==> src/core/wake_seq_pkg.sv <==
// Constants, field layout and state encoding for the wake-up power sequencer.
// Assumes a single always-on clock of 250 MHz and a plain register port.
package wake_seq_pkg;

	// ----------------------------------------------------------------
	// Register port geometry and offsets
	// ----------------------------------------------------------------
	localparam int ADDR_W = 4;
	localparam int DATA_W = 8;
	localparam logic [3:0] OFS_CONTROL = 4'h0;
	localparam logic [3:0] OFS_KICK_SEL = 4'h4;
	localparam logic [3:0] OFS_FLAGS = 4'h8;
	localparam logic [3:0] OFS_STATUS = 4'hc;

	// ----------------------------------------------------------------
	// Field positions
	// ----------------------------------------------------------------
	localparam int CTL_WAKE_EN = 0;
	localparam int CTL_KICK_EN = 1;
	localparam int CTL_POWER_OFF = 2;
	localparam int CTL_DIV_LO = 4;
	localparam int CTL_DIV_HI = 6;
	localparam int FLG_WAKE = 0;
	localparam int FLG_KICK = 1;
	localparam int STS_PGOOD = 0;
	localparam int STS_REQ = 1;
	localparam int STS_IRQ = 2;
	localparam int STS_STATE_LO = 3;
	localparam int STS_STATE_HI = 4;
	localparam int STS_REQ_PIN = 5;
	localparam int STS_IRQ_PIN = 6;

	// ----------------------------------------------------------------
	// Reset values
	// ----------------------------------------------------------------
	localparam logic RST_WAKE_EN = 1'b0;
	localparam logic RST_KICK_EN = 1'b0;
	localparam logic RST_POWER_OFF = 1'b1;
	localparam logic [2:0] RST_DIV = 3'h0;
	localparam logic [3:0] RST_KICK_SEL = 4'h0;
	localparam logic [1:0] RST_FLAGS = 2'h0;

	// ----------------------------------------------------------------
	// Divider code that lets the countdown chain run (01x)
	// ----------------------------------------------------------------
	localparam logic [2:0] DIV_RUN_MASK = 3'h6;
	localparam logic [2:0] DIV_RUN_VAL = 3'h2;

	// ----------------------------------------------------------------
	// Pin slots in the synchroniser
	// ----------------------------------------------------------------
	localparam int NUM_KICK = 4;
	localparam int PIN_PGOOD = 4;
	localparam int PIN_REQ = 5;
	localparam int PIN_IRQ = 6;
	localparam int NUM_PINS = 7;

	// ----------------------------------------------------------------
	// Timing
	// ----------------------------------------------------------------
	localparam int CLK_MHZ = 250;
	localparam int POWER_ON_TIMEOUT_US = 1000;
	localparam int POTO_CYCLES = POWER_ON_TIMEOUT_US * CLK_MHZ;

	// ----------------------------------------------------------------
	// Sequencer states, Gray along down -> wait -> on
	// ----------------------------------------------------------------
	typedef enum logic [1:0] {
		ST_DOWN = 2'b00,
		ST_WAIT = 2'b01,
		ST_ON = 2'b11
	} seq_state_t;

endpackage

==> src/core/pin_sync_if.sv <==
// Interface carrying filtered pin levels and falling-edge pulses.
// Assumes both ends run on the same clock.
`timescale 1ns/100ps
interface pin_sync_if #(parameter int N = 7);
	logic [N-1:0] level;
	logic [N-1:0] fall;
	modport src (output level, output fall);
	modport dst (input level, input fall);
endinterface

==> src/core/pin_sync.sv <==
// Three-stage synchroniser with agreement filter and fall detector per pin.
// Assumes pins are asynchronous to clk and idle high after reset.
`timescale 1ns/100ps
module pin_sync
	import wake_seq_pkg::*;
#(
	parameter int N = 7
) (
	input wire logic clk,
	input wire logic rst,
	input wire logic ce,
	input wire logic [N-1:0] pins,
	pin_sync_if.src s
);

	logic [N-1:0] s1_reg, s2_reg, s3_reg, lvl_reg, fall_reg;
	logic [N-1:0] s1_next, s2_next, s3_next, lvl_next, fall_next;

	// ----------------------------------------------------------------
	// Per-pin filter: level moves once stages two and three agree
	// ----------------------------------------------------------------
	for (genvar i = 0; i < N; i++) begin : g_pin
		always_comb begin
			s1_next[i] = pins[i];
			s2_next[i] = s1_reg[i];
			s3_next[i] = s2_reg[i];
			lvl_next[i] = (s2_reg[i] == s3_reg[i]) ? s3_reg[i] : lvl_reg[i];
			fall_next[i] = lvl_reg[i] & ~lvl_next[i];
		end
	end

	// Register stages; pins idle high
	always_ff @(posedge clk or posedge rst) begin
		if (rst) begin
			s1_reg <= '1;
			s2_reg <= '1;
			s3_reg <= '1;
			lvl_reg <= '1;
			fall_reg <= '0;
		end else if (ce) begin
			s1_reg <= s1_next;
			s2_reg <= s2_next;
			s3_reg <= s3_next;
			lvl_reg <= lvl_next;
			fall_reg <= fall_next;
		end
	end

	assign s.level = lvl_reg;
	assign s.fall = fall_reg;

endmodule

==> src/core/wake_seq.sv <==
// Wake-up and kickstart power sequencer running on the always-on clock.
// Assumes alarm_match, osc_running and other_irq_pending come from logic on
// clk; all pins and power_good are asynchronous.
`timescale 1ns/100ps
module wake_seq
	import wake_seq_pkg::*;
#(
	parameter int unsigned TIMEOUT_CYCLES = POTO_CYCLES
) (
	input wire logic clk,
	input wire logic rst,
	input wire logic ce,
	input wire logic [ADDR_W-1:0] addr,
	input wire logic [DATA_W-1:0] wr_data,
	input wire logic wr_strobe,
	input wire logic rd_strobe,
	output logic [DATA_W-1:0] rd_data,
	input wire logic power_good,
	input wire logic alarm_match,
	input wire logic osc_running,
	input wire logic other_irq_pending,
	input wire logic keyboard_port_pin_sixteen,
	input wire logic serial_a_ring_indicate_n,
	input wire logic serial_b_ring_indicate_n,
	input wire logic infrared_receive_in,
	input wire logic power_request_n_in,
	output logic power_request_n_out,
	output logic power_request_n_oe,
	input wire logic clock_interrupt_n_in,
	output logic clock_interrupt_n_out,
	output logic clock_interrupt_n_oe
);

	localparam int CNT_W = $clog2(TIMEOUT_CYCLES + 1);
	localparam logic [CNT_W-1:0] CNT_LAST = CNT_W'(TIMEOUT_CYCLES - 1);

	// ----------------------------------------------------------------
	// Pin synchronisation
	// ----------------------------------------------------------------
	pin_sync_if #(.N(NUM_PINS)) sync_bus ();
	logic [NUM_PINS-1:0] raw_pins;

	logic supply_fail;

	// Kick pins in the low slots, then supply and pin readbacks. The supply
	// slot carries the fail level, so the synchroniser's reset value of one
	// reads as no supply: a reset into an unpowered system must not pass
	// through the powered state while the stages fill.
	assign supply_fail = ~power_good;
	assign raw_pins = {clock_interrupt_n_in, power_request_n_in, supply_fail,
		infrared_receive_in, serial_b_ring_indicate_n,
		serial_a_ring_indicate_n, keyboard_port_pin_sixteen};

	pin_sync #(.N(NUM_PINS)) u_sync (
		.clk(clk),
		.rst(rst),
		.ce(ce),
		.pins(raw_pins),
		.s(sync_bus)
	);

	logic pgood;
	logic [NUM_KICK-1:0] kick_fall;
	// Filtered supply level turned back into its power-good sense
	assign pgood = ~sync_bus.level[PIN_PGOOD];
	assign kick_fall = sync_bus.fall[NUM_KICK-1:0];

	// ----------------------------------------------------------------
	// State
	// ----------------------------------------------------------------
	seq_state_t state_reg, state_next;
	logic [CNT_W-1:0] cnt_reg, cnt_next;
	logic wake_en_reg, wake_en_next;
	logic kick_en_reg, kick_en_next;
	logic power_off_reg, power_off_next;
	logic [2:0] div_reg, div_next;
	logic [NUM_KICK-1:0] kick_sel_reg, kick_sel_next;
	logic wake_flag_reg, wake_flag_next;
	logic kick_flag_reg, kick_flag_next;
	logic req_oe_reg, req_oe_next;
	logic irq_oe_reg, irq_oe_next;
	logic [DATA_W-1:0] rd_data_reg, rd_data_next;

	// ----------------------------------------------------------------
	// Event detection
	// ----------------------------------------------------------------
	logic wake_evt, kick_evt, trigger, div_ok, wr_ctl, wr_sel, wr_flg;

	// Alarm wake and kickstart are each gated by their own enable
	always_comb begin
		wake_evt = alarm_match & wake_en_reg;
		kick_evt = kick_en_reg & (|(kick_fall & kick_sel_reg));
		trigger = wake_evt | kick_evt;
		div_ok = ((div_reg & DIV_RUN_MASK) == DIV_RUN_VAL) && osc_running;
		wr_ctl = wr_strobe && (addr == OFS_CONTROL);
		wr_sel = wr_strobe && (addr == OFS_KICK_SEL);
		wr_flg = wr_strobe && (addr == OFS_FLAGS);
	end

	// ----------------------------------------------------------------
	// Configuration and flags
	// ----------------------------------------------------------------
	// Software writes, hardware sets win over clears in the same cycle
	always_comb begin
		wake_en_next = wake_en_reg;
		kick_en_next = kick_en_reg;
		div_next = div_reg;
		kick_sel_next = kick_sel_reg;
		wake_flag_next = wake_flag_reg;
		kick_flag_next = kick_flag_reg;
		if (wr_ctl) begin
			wake_en_next = wr_data[CTL_WAKE_EN];
			kick_en_next = wr_data[CTL_KICK_EN];
			div_next = wr_data[CTL_DIV_HI:CTL_DIV_LO];
		end
		if (wr_sel) begin
			kick_sel_next = wr_data[NUM_KICK-1:0];
		end
		if (wr_flg && !wr_data[FLG_WAKE]) begin
			wake_flag_next = 1'b0;
		end
		if (wr_flg && !wr_data[FLG_KICK]) begin
			kick_flag_next = 1'b0;
		end
		if (alarm_match) begin
			wake_flag_next = 1'b1;
		end
		if (kick_evt) begin
			kick_flag_next = 1'b1;
		end
	end

	// ----------------------------------------------------------------
	// Power sequencing
	// ----------------------------------------------------------------
	// Down, waiting for supply, or powered; power-off bit follows
	always_comb begin
		state_next = state_reg;
		cnt_next = cnt_reg;
		power_off_next = power_off_reg;
		if (wr_ctl) begin
			power_off_next = wr_data[CTL_POWER_OFF];
		end
		unique case (state_reg)
			ST_DOWN: begin
				// Sources keep being watched with outputs released
				// The divider check holds back only this battery-mode request
				if (trigger && div_ok) begin
					state_next = ST_WAIT;
					cnt_next = '0;
				end else if (pgood) begin
					// Power came by other means, power-off bit kept, so request stays off if it is set
					state_next = ST_ON;
				end
			end
			ST_WAIT: begin
				// Count runs 0 to CNT_LAST, so a failed attempt holds the
				// request for exactly TIMEOUT_CYCLES cycles
				if (pgood) begin
					state_next = ST_ON;
					power_off_next = 1'b0;
				end else if (cnt_reg == CNT_LAST) begin
					state_next = ST_DOWN;
				end else begin
					cnt_next = cnt_reg + 1'b1;
				end
			end
			ST_ON: begin
				if (!pgood) begin
					state_next = ST_DOWN;
				end else if (trigger) begin
					power_off_next = 1'b0;
				end
			end
			default: begin
				state_next = ST_DOWN;
			end
		endcase
	end

	// ----------------------------------------------------------------
	// Pin enables
	// ----------------------------------------------------------------
	logic irq_src;

	// Request pulled low while waiting or while powered with bit at zero
	// Next values are used so that the interrupt drops on the very edge
	// that clears a flag, and rises with the edge that powers up
	always_comb begin
		irq_src = (wake_flag_next & wake_en_next) |
			(kick_flag_next & kick_en_next) | other_irq_pending;
		req_oe_next = (state_next == ST_WAIT) ||
			((state_next == ST_ON) && !power_off_next);
		// Interrupt only driven while supply is good
		irq_oe_next = (state_next == ST_ON) && irq_src;
	end

	// ----------------------------------------------------------------
	// Register read
	// ----------------------------------------------------------------
	// Data stand only in the cycle after the read strobe
	always_comb begin
		rd_data_next = '0;
		if (rd_strobe) begin
			unique case (addr)
				OFS_CONTROL: begin
					rd_data_next[CTL_WAKE_EN] = wake_en_reg;
					rd_data_next[CTL_KICK_EN] = kick_en_reg;
					rd_data_next[CTL_POWER_OFF] = power_off_reg;
					rd_data_next[CTL_DIV_HI:CTL_DIV_LO] = div_reg;
				end
				OFS_KICK_SEL: begin
					rd_data_next[NUM_KICK-1:0] = kick_sel_reg;
				end
				OFS_FLAGS: begin
					rd_data_next[FLG_WAKE] = wake_flag_reg;
					rd_data_next[FLG_KICK] = kick_flag_reg;
				end
				OFS_STATUS: begin
					rd_data_next[STS_PGOOD] = pgood;
					rd_data_next[STS_REQ] = req_oe_reg;
					rd_data_next[STS_IRQ] = irq_oe_reg;
					rd_data_next[STS_STATE_HI:STS_STATE_LO] = state_reg;
					rd_data_next[STS_REQ_PIN] = sync_bus.level[PIN_REQ];
					rd_data_next[STS_IRQ_PIN] = sync_bus.level[PIN_IRQ];
				end
				default: begin
					rd_data_next = '0;
				end
			endcase
		end
	end

	// ----------------------------------------------------------------
	// Registers
	// ----------------------------------------------------------------
	// All state frozen while ce is low
	always_ff @(posedge clk or posedge rst) begin
		if (rst) begin
			state_reg <= ST_DOWN;
			cnt_reg <= '0;
			wake_en_reg <= RST_WAKE_EN;
			kick_en_reg <= RST_KICK_EN;
			power_off_reg <= RST_POWER_OFF;
			div_reg <= RST_DIV;
			kick_sel_reg <= RST_KICK_SEL;
			wake_flag_reg <= RST_FLAGS[FLG_WAKE];
			kick_flag_reg <= RST_FLAGS[FLG_KICK];
			req_oe_reg <= 1'b0;
			irq_oe_reg <= 1'b0;
			rd_data_reg <= '0;
		end else if (ce) begin
			state_reg <= state_next;
			cnt_reg <= cnt_next;
			wake_en_reg <= wake_en_next;
			kick_en_reg <= kick_en_next;
			power_off_reg <= power_off_next;
			div_reg <= div_next;
			kick_sel_reg <= kick_sel_next;
			wake_flag_reg <= wake_flag_next;
			kick_flag_reg <= kick_flag_next;
			req_oe_reg <= req_oe_next;
			irq_oe_reg <= irq_oe_next;
			rd_data_reg <= rd_data_next;
		end
	end

	// Open-drain pins only ever drive low; only the enables move, so a
	// released pin is left to its pull-up
	logic drive_low_reg;
	always_ff @(posedge clk or posedge rst) begin
		if (rst) begin
			drive_low_reg <= 1'b0;
		end else if (ce) begin
			drive_low_reg <= 1'b0;
		end
	end

	assign rd_data = rd_data_reg;
	assign power_request_n_out = drive_low_reg;
	assign power_request_n_oe = req_oe_reg;
	assign clock_interrupt_n_out = drive_low_reg;
	assign clock_interrupt_n_oe = irq_oe_reg;

endmodule

==> config.mk <==
export PLATFORM = sky130hd
export DESIGN_NAME = wake_seq
export DESIGN_NICKNAME = d
export VERILOG_FILES = /design/src/core/wake_seq_pkg.sv /design/src/core/pin_sync_if.sv /design/src/core/pin_sync.sv /design/src/core/wake_seq.sv
export SDC_FILE = /design/constraint.sdc
export NUM_CORES = 1
export LEC_CHECK = 0
export BUFFER_PORTS_ARGS = -buffer_cell sky130_fd_sc_hd__buf_2
export CORE_UTILIZATION = 60
export CTS_CLUSTER_DIAMETER = 150
export DETAILED_ROUTE_END_ITERATION = 8
export GPL_TIMING_DRIVEN = 0
export HOLD_SLACK_MARGIN = 0.1
export PLACE_DENSITY = 0.89
export SYNTH_ARGS = -nofsm -noshare
export SYNTH_HDL_FRONTEND = slang
export SYNTH_SLANG_ARGS = --single-unit
==> constraint.sdc <==
create_clock -name clk -period 6.03 [get_ports clk]
set_clock_uncertainty 0.1 [all_clocks]
set_input_delay 1.206 -clock clk [delete_from_list [all_inputs] [get_ports clk]]
set_output_delay 1.206 -clock clk [all_outputs]
set_load 0.03 [all_outputs]
==> results of run 1 <==
-- kinds of logic after synthesis --
family	Yosys count	share of synthesized area (%)
compound gates	96	19.2
simple gates	82	12.6
other cells	1	0.105
fa+ha+maj	1	0.350
flops	73	52.1
xor+xnor	7	1.71
mux	28	9.27
buf+inv	41	4.72
-- power by group through the flow --
stage | Combinational (mW) | Sequential [mW] | Clock (mW)
after floorplan | 0.213 | 0.693 | 0
after global placement | 0.273 | 0.701 | 0
after detailed placement | 0.289 | 0.707 | 0
after CTS | 0.292 | 0.700 | 0.384
after global routing | 0.325 | 0.715 | 0.406
final | 0.294 | 0.702 | 0.379
-- layer usage --
metal	track usage [%]	routed length (µm)	up-vias
met5	0	0	-
met4	9.82	105	0
li1	-	-	1296
met2	45.9	3750	85
met1	35.0	3390	1366
met3	6.44	479	12
-- through the flow --
step | setup WS (ps) | instance area, µm²
floorplan | 2920 | 3580
global placement | 2160 | 3840
detailed placement | 3000 | 3840
CTS | 3370 | 4040
global route | 3130 | 4040
finish | 3310 | 4040
-- worst paths after layout --
| kind | from | end | slack [ps] | cells after the start |
|---|---|---|---|---|
| hold reg to reg | u_sync.s3_reg[6] | u_sync.s3_reg[6] | 380 | 2 |
| max in group asynchronous | rst | cnt_reg[8] | 4330 | 2 |
| setup / recovery | ce | cnt_reg[8] | 3310 | 6 |
| setup reg to reg | u_sync.s.level[4] | cnt_reg[8] | 3720 | 5 |
| hold / removal | u_sync.s3_reg[6] | u_sync.s3_reg[6] | 380 | 2 |
| min in group asynchronous | rst | rd_data[1] | 940 | 2 |
-- cell usage in the layout, fill, tap and decap left out, types with 3 or more instances in the layout --
cell | Yosys | final
o32ai_1 | 4 | 4
a211oi_1 | 7 | 7
conb_1 | 1 | 3
nand3_1 | 10 | 10
dfrtp_1 | 44 | 44
and4_1 | 4 | 4
and3_1 | 3 | 3
a22oi_1 | 3 | 3
o31ai_1 | 4 | 4
nor2_1 | 17 | 17
a21o_1 | 5 | 5
buf_4 | 3 | 3
mux2i_1 | 5 | 5
buf_2 | 2 | 35
a2111oi_0 | 3 | 3
xnor2_1 | 7 | 7
a21oi_1 | 22 | 22
o2bb2ai_1 | 6 | 6
o21ai_0 | 26 | 26
clkbuf_1 | 7 | 8
or4_1 | 3 | 3
dfstp_2 | 29 | 29
a31o_2 | 3 | 3
nand4_1 | 9 | 9
clkbuf_8 | 0 | 11
nand2_1 | 20 | 20
inv_1 | 27 | 26
mux2_2 | 21 | 21
-- layout make-up --
type | instances | area (µm²)
fillers | 388 | 1600
plain buffers | 14 | 67.6
clock inverters | 3 | 20.0
repair buffers | 33 | 165
flip-flops and latches | 73 | 1860
clock buffers | 13 | 180
well taps | 72 | 90.1
inverters | 27 | 104
multi-input cells | 217 | 1550
-- worst reg2reg max path, cell delays in order, from the launching register on --
cell and delay [ps]:
dfstp_2 600, nand2b_1 220, nand3_1 210, a211oi_1 670, a211oi_1 170, a31o_2 240
==> results.tsv, run 1 <==
stage	metric	value	unit
routing	via_count	2759	
placement	io_buffer_count	33	
setup_path	cp.required	6170	ps
routing	wire_per_inst	17.1	µm
pwr	p_seq_share	51.0	%
routing	drc	0	
setup_path	cp.arrival	2860	ps
sta	drv_slew	0	
synthesis	synth.most_common_cell	dfrtp_1	
setup_path	path_cells	buf_2 > nor2b_1 > nand3_1 > a211oi_1 > a211oi_1 > a31o_2	
routing	vias_per_cell	6.10	
placement	place_inst	436	
routing	detail-route-antenna-nets	0	
placement	dp_hpwl	5380	µm
clock_tree	clk_latency	350	ps
final_layout	instances_no_fill	452	
clock_tree	cts_htree_levels	3	
synthesis	async_flop_share	100	%
die	row_count	27	
placement	gp_congestion	0.915	
die	start_util	63.4	%
setup_path	path_buf_inv	1	
synthesis	synthFlopType	dfrtp_1	
synthesis	yosys-top-cells-area	dfrtp_1, dfstp_2, mux2_2	
clock_tree	postCtsResizedCells	0	
synthesis	seq_area_frac_synth	52.1	%
synthesis	synth_top_cell_area_share	30.8	%
final_layout	antenna_cells	0	
pwr	power.switching	441	µW
sta	setup_tns	0	ps
die	io_pins	39	
sta	finalHoldViolations	0	
setup_path	cp_top_family	compound AO/OA/AOI/OAI gates	
setup_path	worstSetupStartpointType	input pin	
clock_tree	tritoncts	yes	
final_layout	nets	403	
global_route	grt_overflow	0	
global_route	grt_max_degree	74	
pwr	swShare	32.1	%
sta	fin_worst_hold_slack	384	ps
run_status	status	finished clean	
synthesis	synthCells	329	
synthesis	syn-cell-area	3580	µm²
clock_tree	cts_buffer_depth	2	
final_layout	drive_gt1_share	31.3	%
final_layout	utilization	71.6	%
sta	min_period	2720	ps
setup_path	critical_path_class	input pin to flip-flop	
pwr	power.density	340	nW/µm²
synthesis	ys_warn_count	0	
worst_hold_path	hold_class	flip-flop to flip-flop	
die	die_w	79.2	µm
synthesis	yosys-top-cells-count	dfrtp_1, dfstp_2, inv_1	
synthesis	synth_edf_count	0	
synthesis	ys_ff_latch	73	
global_route	grt_util_all_layers	27.5	%
clock_tree	numCtsBuffers	9	
pwr	peakVddDrop	0.218	mV
routing	dr.first_iter.drc_count	214	
sta	finalCritPeriodShare	45.2	%
setup_path	end_kind	flip-flop	
sta	rsz0062_at_grt	no	
pwr	power_frac_comb	21.4	%
global_route	antenna_found_initial	0	
global_route	grt_pass1_vias	2712	
setup_path	path_max_fanout	7	
clock_tree	clk_pin_slew	80	ps
die	die_h	79.2	µm
sta	max_freq	367	MHz
die	placeableCoreArea	5640	µm²
sta	max_slew.worst_pin.slew	867	ps
pwr	total_power	1.38	mW
setup_path	critPathMostFrequentCell	a211oi_1	
setup_path	crit_slowest_cell	a211oi_1	
synthesis	post_synth_num_cell_types	54	
sta	slew_headroom	42.2	%
sta	setup_viol	0	
pwr	leakagePower	1.77	nW
die	die-area	6270	µm²
flow_run	max_cap_viol_count	0	
routing	drt_pass1_iterations	5	
synthesis	synth_area_per_cell	10.9	µm²
synthesis	synth_top_cell_by_area	dfrtp_1	
final_layout	largest_reg_flops	18	
clock_tree	cts_root_buffer	clkbuf_8	
global_route	grt_pass1_wl	13000	µm
clock_tree	post_cts_buffers	0	
setup_path	critPathMaxStageDelay	670	ps
clock_tree	cts_sinks	73	
pwr	p_int	935	µW
pwr	pwr-share-clk	27.6	%
final_layout	area_delta_synth_final	13.0	%
clock_tree	postCtsHoldBufs	0	
routing	drt_wl_total	7730	µm
Power figures use the tool's default switching activity.
==> run 2: changes to the inputs <==
--- a/config.mk
+++ b/config.mk
@@ -5,13 +5,14 @@
 export SDC_FILE = /design/constraint.sdc
 export NUM_CORES = 1
 export LEC_CHECK = 0
+export ABC_AREA = 1
 export BUFFER_PORTS_ARGS = -buffer_cell sky130_fd_sc_hd__buf_2
-export CORE_UTILIZATION = 60
+export CORE_UTILIZATION = 53
 export CTS_CLUSTER_DIAMETER = 150
 export DETAILED_ROUTE_END_ITERATION = 8
 export GPL_TIMING_DRIVEN = 0
 export HOLD_SLACK_MARGIN = 0.1
-export PLACE_DENSITY = 0.89
+export PLACE_DENSITY = 0.84
 export SYNTH_ARGS = -nofsm -noshare
 export SYNTH_HDL_FRONTEND = slang
 export SYNTH_SLANG_ARGS = --single-unit
==> constraint.sdc (replaced) <==
create_clock -name clk -period 2.25 [get_ports clk]
set_clock_uncertainty 0.1 [all_clocks]
set_input_delay 0.45 -clock clk [delete_from_list [all_inputs] [get_ports clk]]
set_output_delay 0.45 -clock clk [all_outputs]
set_load 0.03 [all_outputs]
==> run 2 against run 1 <==
Effect of this change:
- clock-buffer cell count is 4 lower
- global-route usage decreased by 2.6 points
- sequential power increased by 130%
- worst setup slack lost 3000 ps
- highest routed layer unchanged
==> results.tsv, run 2 <==
stage	metric	value	unit	change
setup_path	cp.arrival	2110	ps	was 2860 ps
synthesis	synth_area_per_cell	7.91	µm²	was 10.9 µm²
sta	setup_viol	0		unchanged
sta	max_freq	517	MHz	
final_layout	multiInputGateArea	1660	µm²	was 1550 µm²
setup_path	path_max_fanout	10		was 7
sta	slew_headroom	54.1	%	was 42.2%
pwr	leakagePower	1.99	nW	was 1.77 nW
setup_path	critPathMostFrequentCell	nand2_2		was a211oi_1
die	die-area	7480	µm²	was 6270 µm²
clock_tree	postCtsResizedCells	0		unchanged
die	die_w	86.5	µm	was 79.2 µm
placement	io_buffer_count	34		was 33
global_route	grt_pass1_vias	3110		was 2,712
sta	setup_tns	0	ps	unchanged
final_layout	area_delta_synth_final	13.9	%	was 13.0%
setup_path	crit_slowest_cell	dfrtp_1		was a211oi_1
sta	rsz0062_at_grt	no		unchanged
final_layout	nets	554		was 403
worst_hold_path	hold_class	input pin to async pin		was flip-flop to flip-flop
synthesis	yosys-top-cells-area	dfrtp_1, dfstp_2, nand2_1		was dfrtp_1, dfstp_2, mux2_2
synthesis	yosys-top-cells-count	nand2_1, dfrtp_1, o21ai_0		was dfrtp_1, dfstp_2, inv_1
routing	drt_wl_total	8650	µm	was 7730 µm
sta	finalHoldViolations	0		unchanged
setup_path	worstSetupStartpointType	flip-flop		was input pin
clock_tree	postCtsHoldBufs	0		unchanged
clock_tree	tritoncts	yes		unchanged
sta	max_slew.worst_pin.slew	687	ps	was 867 ps
pwr	total_power	3.25	mW	was 1.38 mW
clock_tree	cts_htree_levels	3		unchanged
sta	min_period	1930	ps	
clock_tree	clk_latency	360	ps	was 350 ps
sta	drv_slew	0		unchanged
pwr	power.density	756	nW/µm²	was 340 nW/µm²
synthesis	ys_warn_count	0		unchanged
routing	drc	0		unchanged
synthesis	synth_top_cell_area_share	29.1	%	was 30.8%
global_route	grt_overflow	0		unchanged
die	row_count	30		was 27
global_route	grt_max_degree	46		was 74
global_route	antenna_found_initial	0		unchanged
setup_path	critical_path_class	flip-flop to flip-flop		was input pin to flip-flop
die	io_pins	39		unchanged
setup_path	path_cells	ha_1 > nand3_2 > inv_2 > nand2_2 > nor2_2 > nand2_2 > nand3_4 > buf_6 > nand2_1 > o21ai_1		was buf_2 > nor2b_1 > nand3_1 > a211oi_1 > a211oi_1 > a31o_2
routing	drt_pass1_iterations	6		was 5
placement	dp_hpwl	5970	µm	was 5380 µm
synthesis	post_synth_num_cell_types	38		was 54
sta	finalCritPeriodShare	86.0	%	
routing	via_count	3359		was 2,759
routing	dr.first_iter.drc_count	341		was 214
placement	gp_congestion	0.910		was 0.915
die	placeableCoreArea	6830	µm²	was 5640 µm²
die	start_util	55.3	%	was 63.4%
synthesis	synth_top_cell_by_area	dfrtp_1		unchanged
clock_tree	numCtsBuffers	9		unchanged
final_layout	layout_commonest_cell	nand2_1		was dfrtp_1
flow_run	max_cap_viol_count	0		unchanged
final_layout	largest_reg_flops	18		unchanged
synthesis	synthFlopType	dfrtp_1		unchanged
clock_tree	cts_buffer_depth	2		unchanged
routing	wire_per_inst	13.8	µm	was 17.1 µm
synthesis	synthCells	478		was 329
synthesis	synth_edf_count	0		unchanged
synthesis	syn-cell-area	3780	µm²	was 3580 µm²
synthesis	seq_area_frac_synth	49.3	%	was 52.1%
routing	vias_per_cell	5.36		was 6.10
final_layout	antenna_cells	0		unchanged
clock_tree	cts_sinks	73		unchanged
clock_tree	cts_root_buffer	clkbuf_8		unchanged
clock_tree	clk_pin_slew	90	ps	was 80 ps
final_layout	register_area	1860	µm²	unchanged
setup_path	cp.required	2430	ps	was 6170 ps
routing	detail-route-antenna-nets	0		unchanged
final_layout	n_fill_cell	582		was 388
clock_tree	post_cts_buffers	0		unchanged
setup_path	critPathMaxStageDelay	440	ps	was 670 ps
global_route	grt_util_all_layers	24.9	%	was 27.5%
setup_path	end_kind	flip-flop		unchanged
global_route	grt_pass1_wl	14300	µm	was 13,000 µm
pwr	peakVddDrop	0.461	mV	was 0.218 mV
synthesis	async_flop_share	100	%	unchanged
run_status	status	finished clean		unchanged
synthesis	ys_ff_latch	73		unchanged
final_layout	mostFrequentLayoutCells	nand2_1, dfrtp_1, o21ai_0, inv_1		was dfrtp_1, buf_2, dfstp_2, inv_1, o21ai_0
die	die_h	86.5	µm	was 79.2 µm
synthesis	synth.most_common_cell	nand2_1		was dfrtp_1
final_layout	drive_gt1_share	24.1	%	was 31.3%
## run 2: cell count changes after synthesis, moves of 7 or more
cell,before,now
inv_1,27,41
mux2_2,21,2
o21ai_2,0,13
nor2_1,17,37
a21oi_1,22,7
nand2_1,20,164
nand3_1,10,33
o21ai_0,26,42
xnor2_1,7,0
## run 2: logic make-up after synthesis
logic type | after synthesis | synth area share [%]
AO/OA/AOI/OAI | 76 | 12.2
XOR/XNOR | 2 | 0.463
adder cells (fa/ha/maj) | 1 | 0.331
buffers and inverters | 60 | 7.15
flip-flops | 73 | 49.3
multiplexers | 2 | 0.596
other | 1 | 0.0992
AND/OR/NAND/NOR | 263 | 29.9
## run 2: final timing paths
path,startpoint,endpoint,slack (ps),cells past startpoint
setup / recovery,cnt_reg[0],cnt_reg[17],320,10
hold / removal,rst,cnt_reg[3],80,2
setup reg to reg,cnt_reg[0],cnt_reg[17],320,10
hold reg to reg,u_sync.s2_reg[6],u_sync.s2_reg[6],370,2
max in group asynchronous,rst,u_sync.s.level[3],1280,3
min in group clk,power_good,u_sync.s1_reg[4],140,2
## run 2: cell type report
cell class / count / share of cell area (%)
Timing Repair Buffer: 35 / 4.42
Multi-Input combinational cell: 347 / 38.4
Buffer: 17 / 2.53
Clock inverter: 7 / 1.86
Clock buffer: 9 / 2.88
Tap cell: 96 / 2.79
Inverter: 43 / 3.83
Sequential cell: 73 / 43.3
## run 2: routing by layer
layer | global-route usage, % | part of all wire [%] | up-vias
li1 | - | - | 1638
met5 | 0 | 0 | -
met4 | 7.73 | 1.7 | 0
met2 | 41.1 | 48 | 125
met3 | 4.86 | 5.6 | 20
met1 | 33.4 | 45 | 1576
## run 2: worst max-delay path, delay by kind of cell, from the launching register on
kind	cells	cell delay [ps]
adder cells (fa/ha/maj)	1	310
flip-flops	1	440
AND/OR/NAND/NOR	6	620
buffers and inverters	2	300
AO/OA/AOI/OAI	1	80
## run 2: stage by stage
stage | area (µm²) | setup slack (ps) | util [%] | cells | hold slack [ps]
2_1_floorplan | 3790 | 634 | - | 480 | 344
3_3_place_gp | 4080 | 380 | 59.8 | 610 | 351
3_5_place_dp | 4100 | 347 | 60.1 | 611 | 356
4_1_cts | 4310 | 324 | 63.0 | 627 | 108
5_1_grt | 4310 | 160 | 63.0 | 627 | 137
6_report | 4310 | 316 | 63.0 | 627 | 81.0
## run 2: power breakdown
part	total, mW	internal, mW	switching, mW
combinational	0.543	0.177	0.367
sequential	1.62	1.51	0.110
clock	1.09	0.531	0.563
total	3.25	2.22	1.04
==> run 3: changes to the inputs <==
--- a/config.mk
+++ b/config.mk
@@ -7,12 +7,12 @@
 export LEC_CHECK = 0
 export ABC_AREA = 1
 export BUFFER_PORTS_ARGS = -buffer_cell sky130_fd_sc_hd__buf_2
-export CORE_UTILIZATION = 53
+export CORE_UTILIZATION = 30
 export CTS_CLUSTER_DIAMETER = 150
 export DETAILED_ROUTE_END_ITERATION = 8
 export GPL_TIMING_DRIVEN = 0
 export HOLD_SLACK_MARGIN = 0.1
-export PLACE_DENSITY = 0.84
+export PLACE_DENSITY = 0.56
 export SYNTH_ARGS = -nofsm -noshare
 export SYNTH_HDL_FRONTEND = slang
 export SYNTH_SLANG_ARGS = --single-unit
==> run 3 against run 2 <==
Effect of this change:
- first-iteration DRC count shrank 41%
- global-route usage shrank 10 points
- utilization fell by 26 points
- maximum frequency up 2.1%
- die area rose by 75%
- register-to-register slack gained 40 ps
- worst setup slack better by 39 ps
- clock power rose by 34%
- critical path type unchanged
- critical endpoint is now cnt_reg[0]
- highest routed layer unchanged
==> results.tsv, run 3 (same netlist as run 2, synthesis figures left out) <==
stage	metric	value	unit	change
run_status	status	finished clean		unchanged
setup_path	cp.required	2370	ps	was 2430 ps
clock_tree	postCtsHoldBufs	0		unchanged
sta	setup_viol	0		unchanged
final_layout	antenna_cells	0		unchanged
setup_path	path_max_fanout	10		unchanged
pwr	peakVddDrop	0.325	mV	was 0.461 mV
sta	rsz0062_at_grt	no		unchanged
sta	drv_slew	0		unchanged
final_layout	nets	554		unchanged
worst_hold_path	hold_class	input pin to async pin		unchanged
die	die-area	13100	µm²	was 7480 µm²
global_route	grt_util_all_layers	14.7	%	was 24.9%
die	row_count	40		was 30
routing	detail-route-antenna-nets	0		unchanged
clock_tree	clk_latency	340	ps	was 360 ps
sta	min_period	1900	ps	was 1930 ps
final_layout	area_delta_synth_final	19.1	%	was 13.9%
global_route	antenna_found_initial	0		unchanged
clock_tree	clk_pin_slew	60	ps	was 90 ps
clock_tree	numCtsBuffers	9		unchanged
setup_path	end_kind	flip-flop		unchanged
clock_tree	cts_htree_levels	3		unchanged
routing	dr.first_iter.drc_count	202		was 341
placement	gp_congestion	0.900		was 0.910
die	placeableCoreArea	12200	µm²	was 6830 µm²
setup_path	worstSetupStartpointType	flip-flop		unchanged
sta	max_freq	528	MHz	was 517 MHz
setup_path	cp.arrival	2010	ps	was 2110 ps
final_layout	multiInputGateArea	1660	µm²	unchanged
die	start_util	31.1	%	was 55.3%
sta	max_slew.worst_pin.slew	771	ps	was 687 ps
clock_tree	cts_root_buffer	clkbuf_16		was clkbuf_8
pwr	leakagePower	2.04	nW	was 1.99 nW
placement	postPlaceCellArea	4190	µm²	was 4100 µm²
pwr	total_power	3.61	mW	was 3.25 mW
routing	drt_pass1_iterations	4		was 6
placement	dp_hpwl	6350	µm	was 5970 µm
placement	pre_cts_slack	381	ps	was 347 ps
final_layout	layout_commonest_cell	nand2_1		unchanged
final_layout	drive_gt1_share	23.9	%	was 24.1%
final_layout	final_area	4500	µm²	was 4310 µm²
flow_run	max_cap_viol_count	0		unchanged
final_layout	n_fill_cell	1268		was 582
die	die_w	114	µm	was 86.5 µm
final_layout	register_area	1860	µm²	unchanged
clock_tree	post_cts_buffers	0		unchanged
global_route	grt_pass1_vias	3038		was 3,110
routing	drt_wl_total	8760	µm	was 8650 µm
final_layout	mostFrequentLayoutCells	nand2_1, dfrtp_1, o21ai_0, inv_1		unchanged
final_layout	largest_reg_flops	18		unchanged
clock_tree	cts_sinks	73		unchanged
sta	setup_tns	0	ps	unchanged
global_route	grt_max_degree	41		was 46
routing	via_count	3170		was 3,359
clock_tree	postCtsResizedCells	0		unchanged
routing	vias_per_cell	4.54		was 5.36
sta	slew_headroom	48.5	%	was 54.1%
die	die_h	114	µm	was 86.5 µm
die	io_pins	39		unchanged
final_layout	utilization	37.0	%	was 63.0%
sta	finalHoldViolations	0		unchanged
global_route	grt_overflow	0		unchanged
setup_path	critical_path_class	flip-flop to flip-flop		unchanged
clock_tree	tritoncts	yes		unchanged
routing	wire_per_inst	12.5	µm	was 13.8 µm
sta	layout_setup_ws	355	ps	was 316 ps
global_route	grt_pass1_wl	14900	µm	was 14,300 µm
placement	io_buffer_count	34		unchanged
sta	finalCritPeriodShare	84.2	%	was 86.0%
clock_tree	cts_buffer_depth	2		unchanged
routing	drc	0		unchanged
pwr	power.density	802	nW/µm²	was 756 nW/µm²
[run 3: metrics by stage]
step / hold slack (ps) / std cells
5_1_grt: 164 / 699
6_report: 147 / 699
4_1_cts: 151 / 699
3_5_place_dp: 354 / 683
3_3_place_gp: 353 / 682
2_1_floorplan: 344 / 480
[run 3: metal layers]
metal  routed length, µm  share of wire, %  global-route usage, %
met3                 310               3.5                   4.34
met1                4260                49                   19.7
met4                  93               1.1                   3.90
met2                4090                47                   23.3
met5                   0                 0                      0
[run 3: critical path: stages, from the launching register on]
cell and delay, ps:
dfrtp_1 430, ha_1 300, nand3_2 160, inv_2 140
nand2_2 70, nor2_2 90, nand2_2 70, nand3_4 150
buf_6 170, o21ai_0 90
[run 3: final cells by class]
type,count,area share [%]
Multi-Input combinational cell,347,36.8
Timing Repair Buffer,35,4.22
Tap cell,168,4.67
Clock buffer,12,6.20
Inverter,43,3.67
Clock inverter,4,0.695
Sequential cell,73,41.4
Buffer,17,2.42
[run 3: where the power goes]
group,internal [mW],leakage [nW],switching (mW)
logic,0.176,1.01,0.355
registers,1.51,0.882,0.111
clock network,0.887,0.153,0.570
total,2.57,2.04,1.04
[run 3: worst paths after layout]
path / slack (ps) / from / cells after the start / end
worst max-delay path: 350 / cnt_reg[0] / 9 / cnt_reg[0]
worst min-delay path: 150 / rst / 2 / cnt_reg[1]
worst max register to register: 350 / cnt_reg[0] / 9 / cnt_reg[0]
worst min register to register: 360 / u_sync.s1_reg[5] / 2 / u_sync.s1_reg[5]
max in group asynchronous: 1200 / rst / 3 / u_sync.s2_reg[0]
min in group clk: 160 / power_good / 2 / u_sync.s1_reg[4]
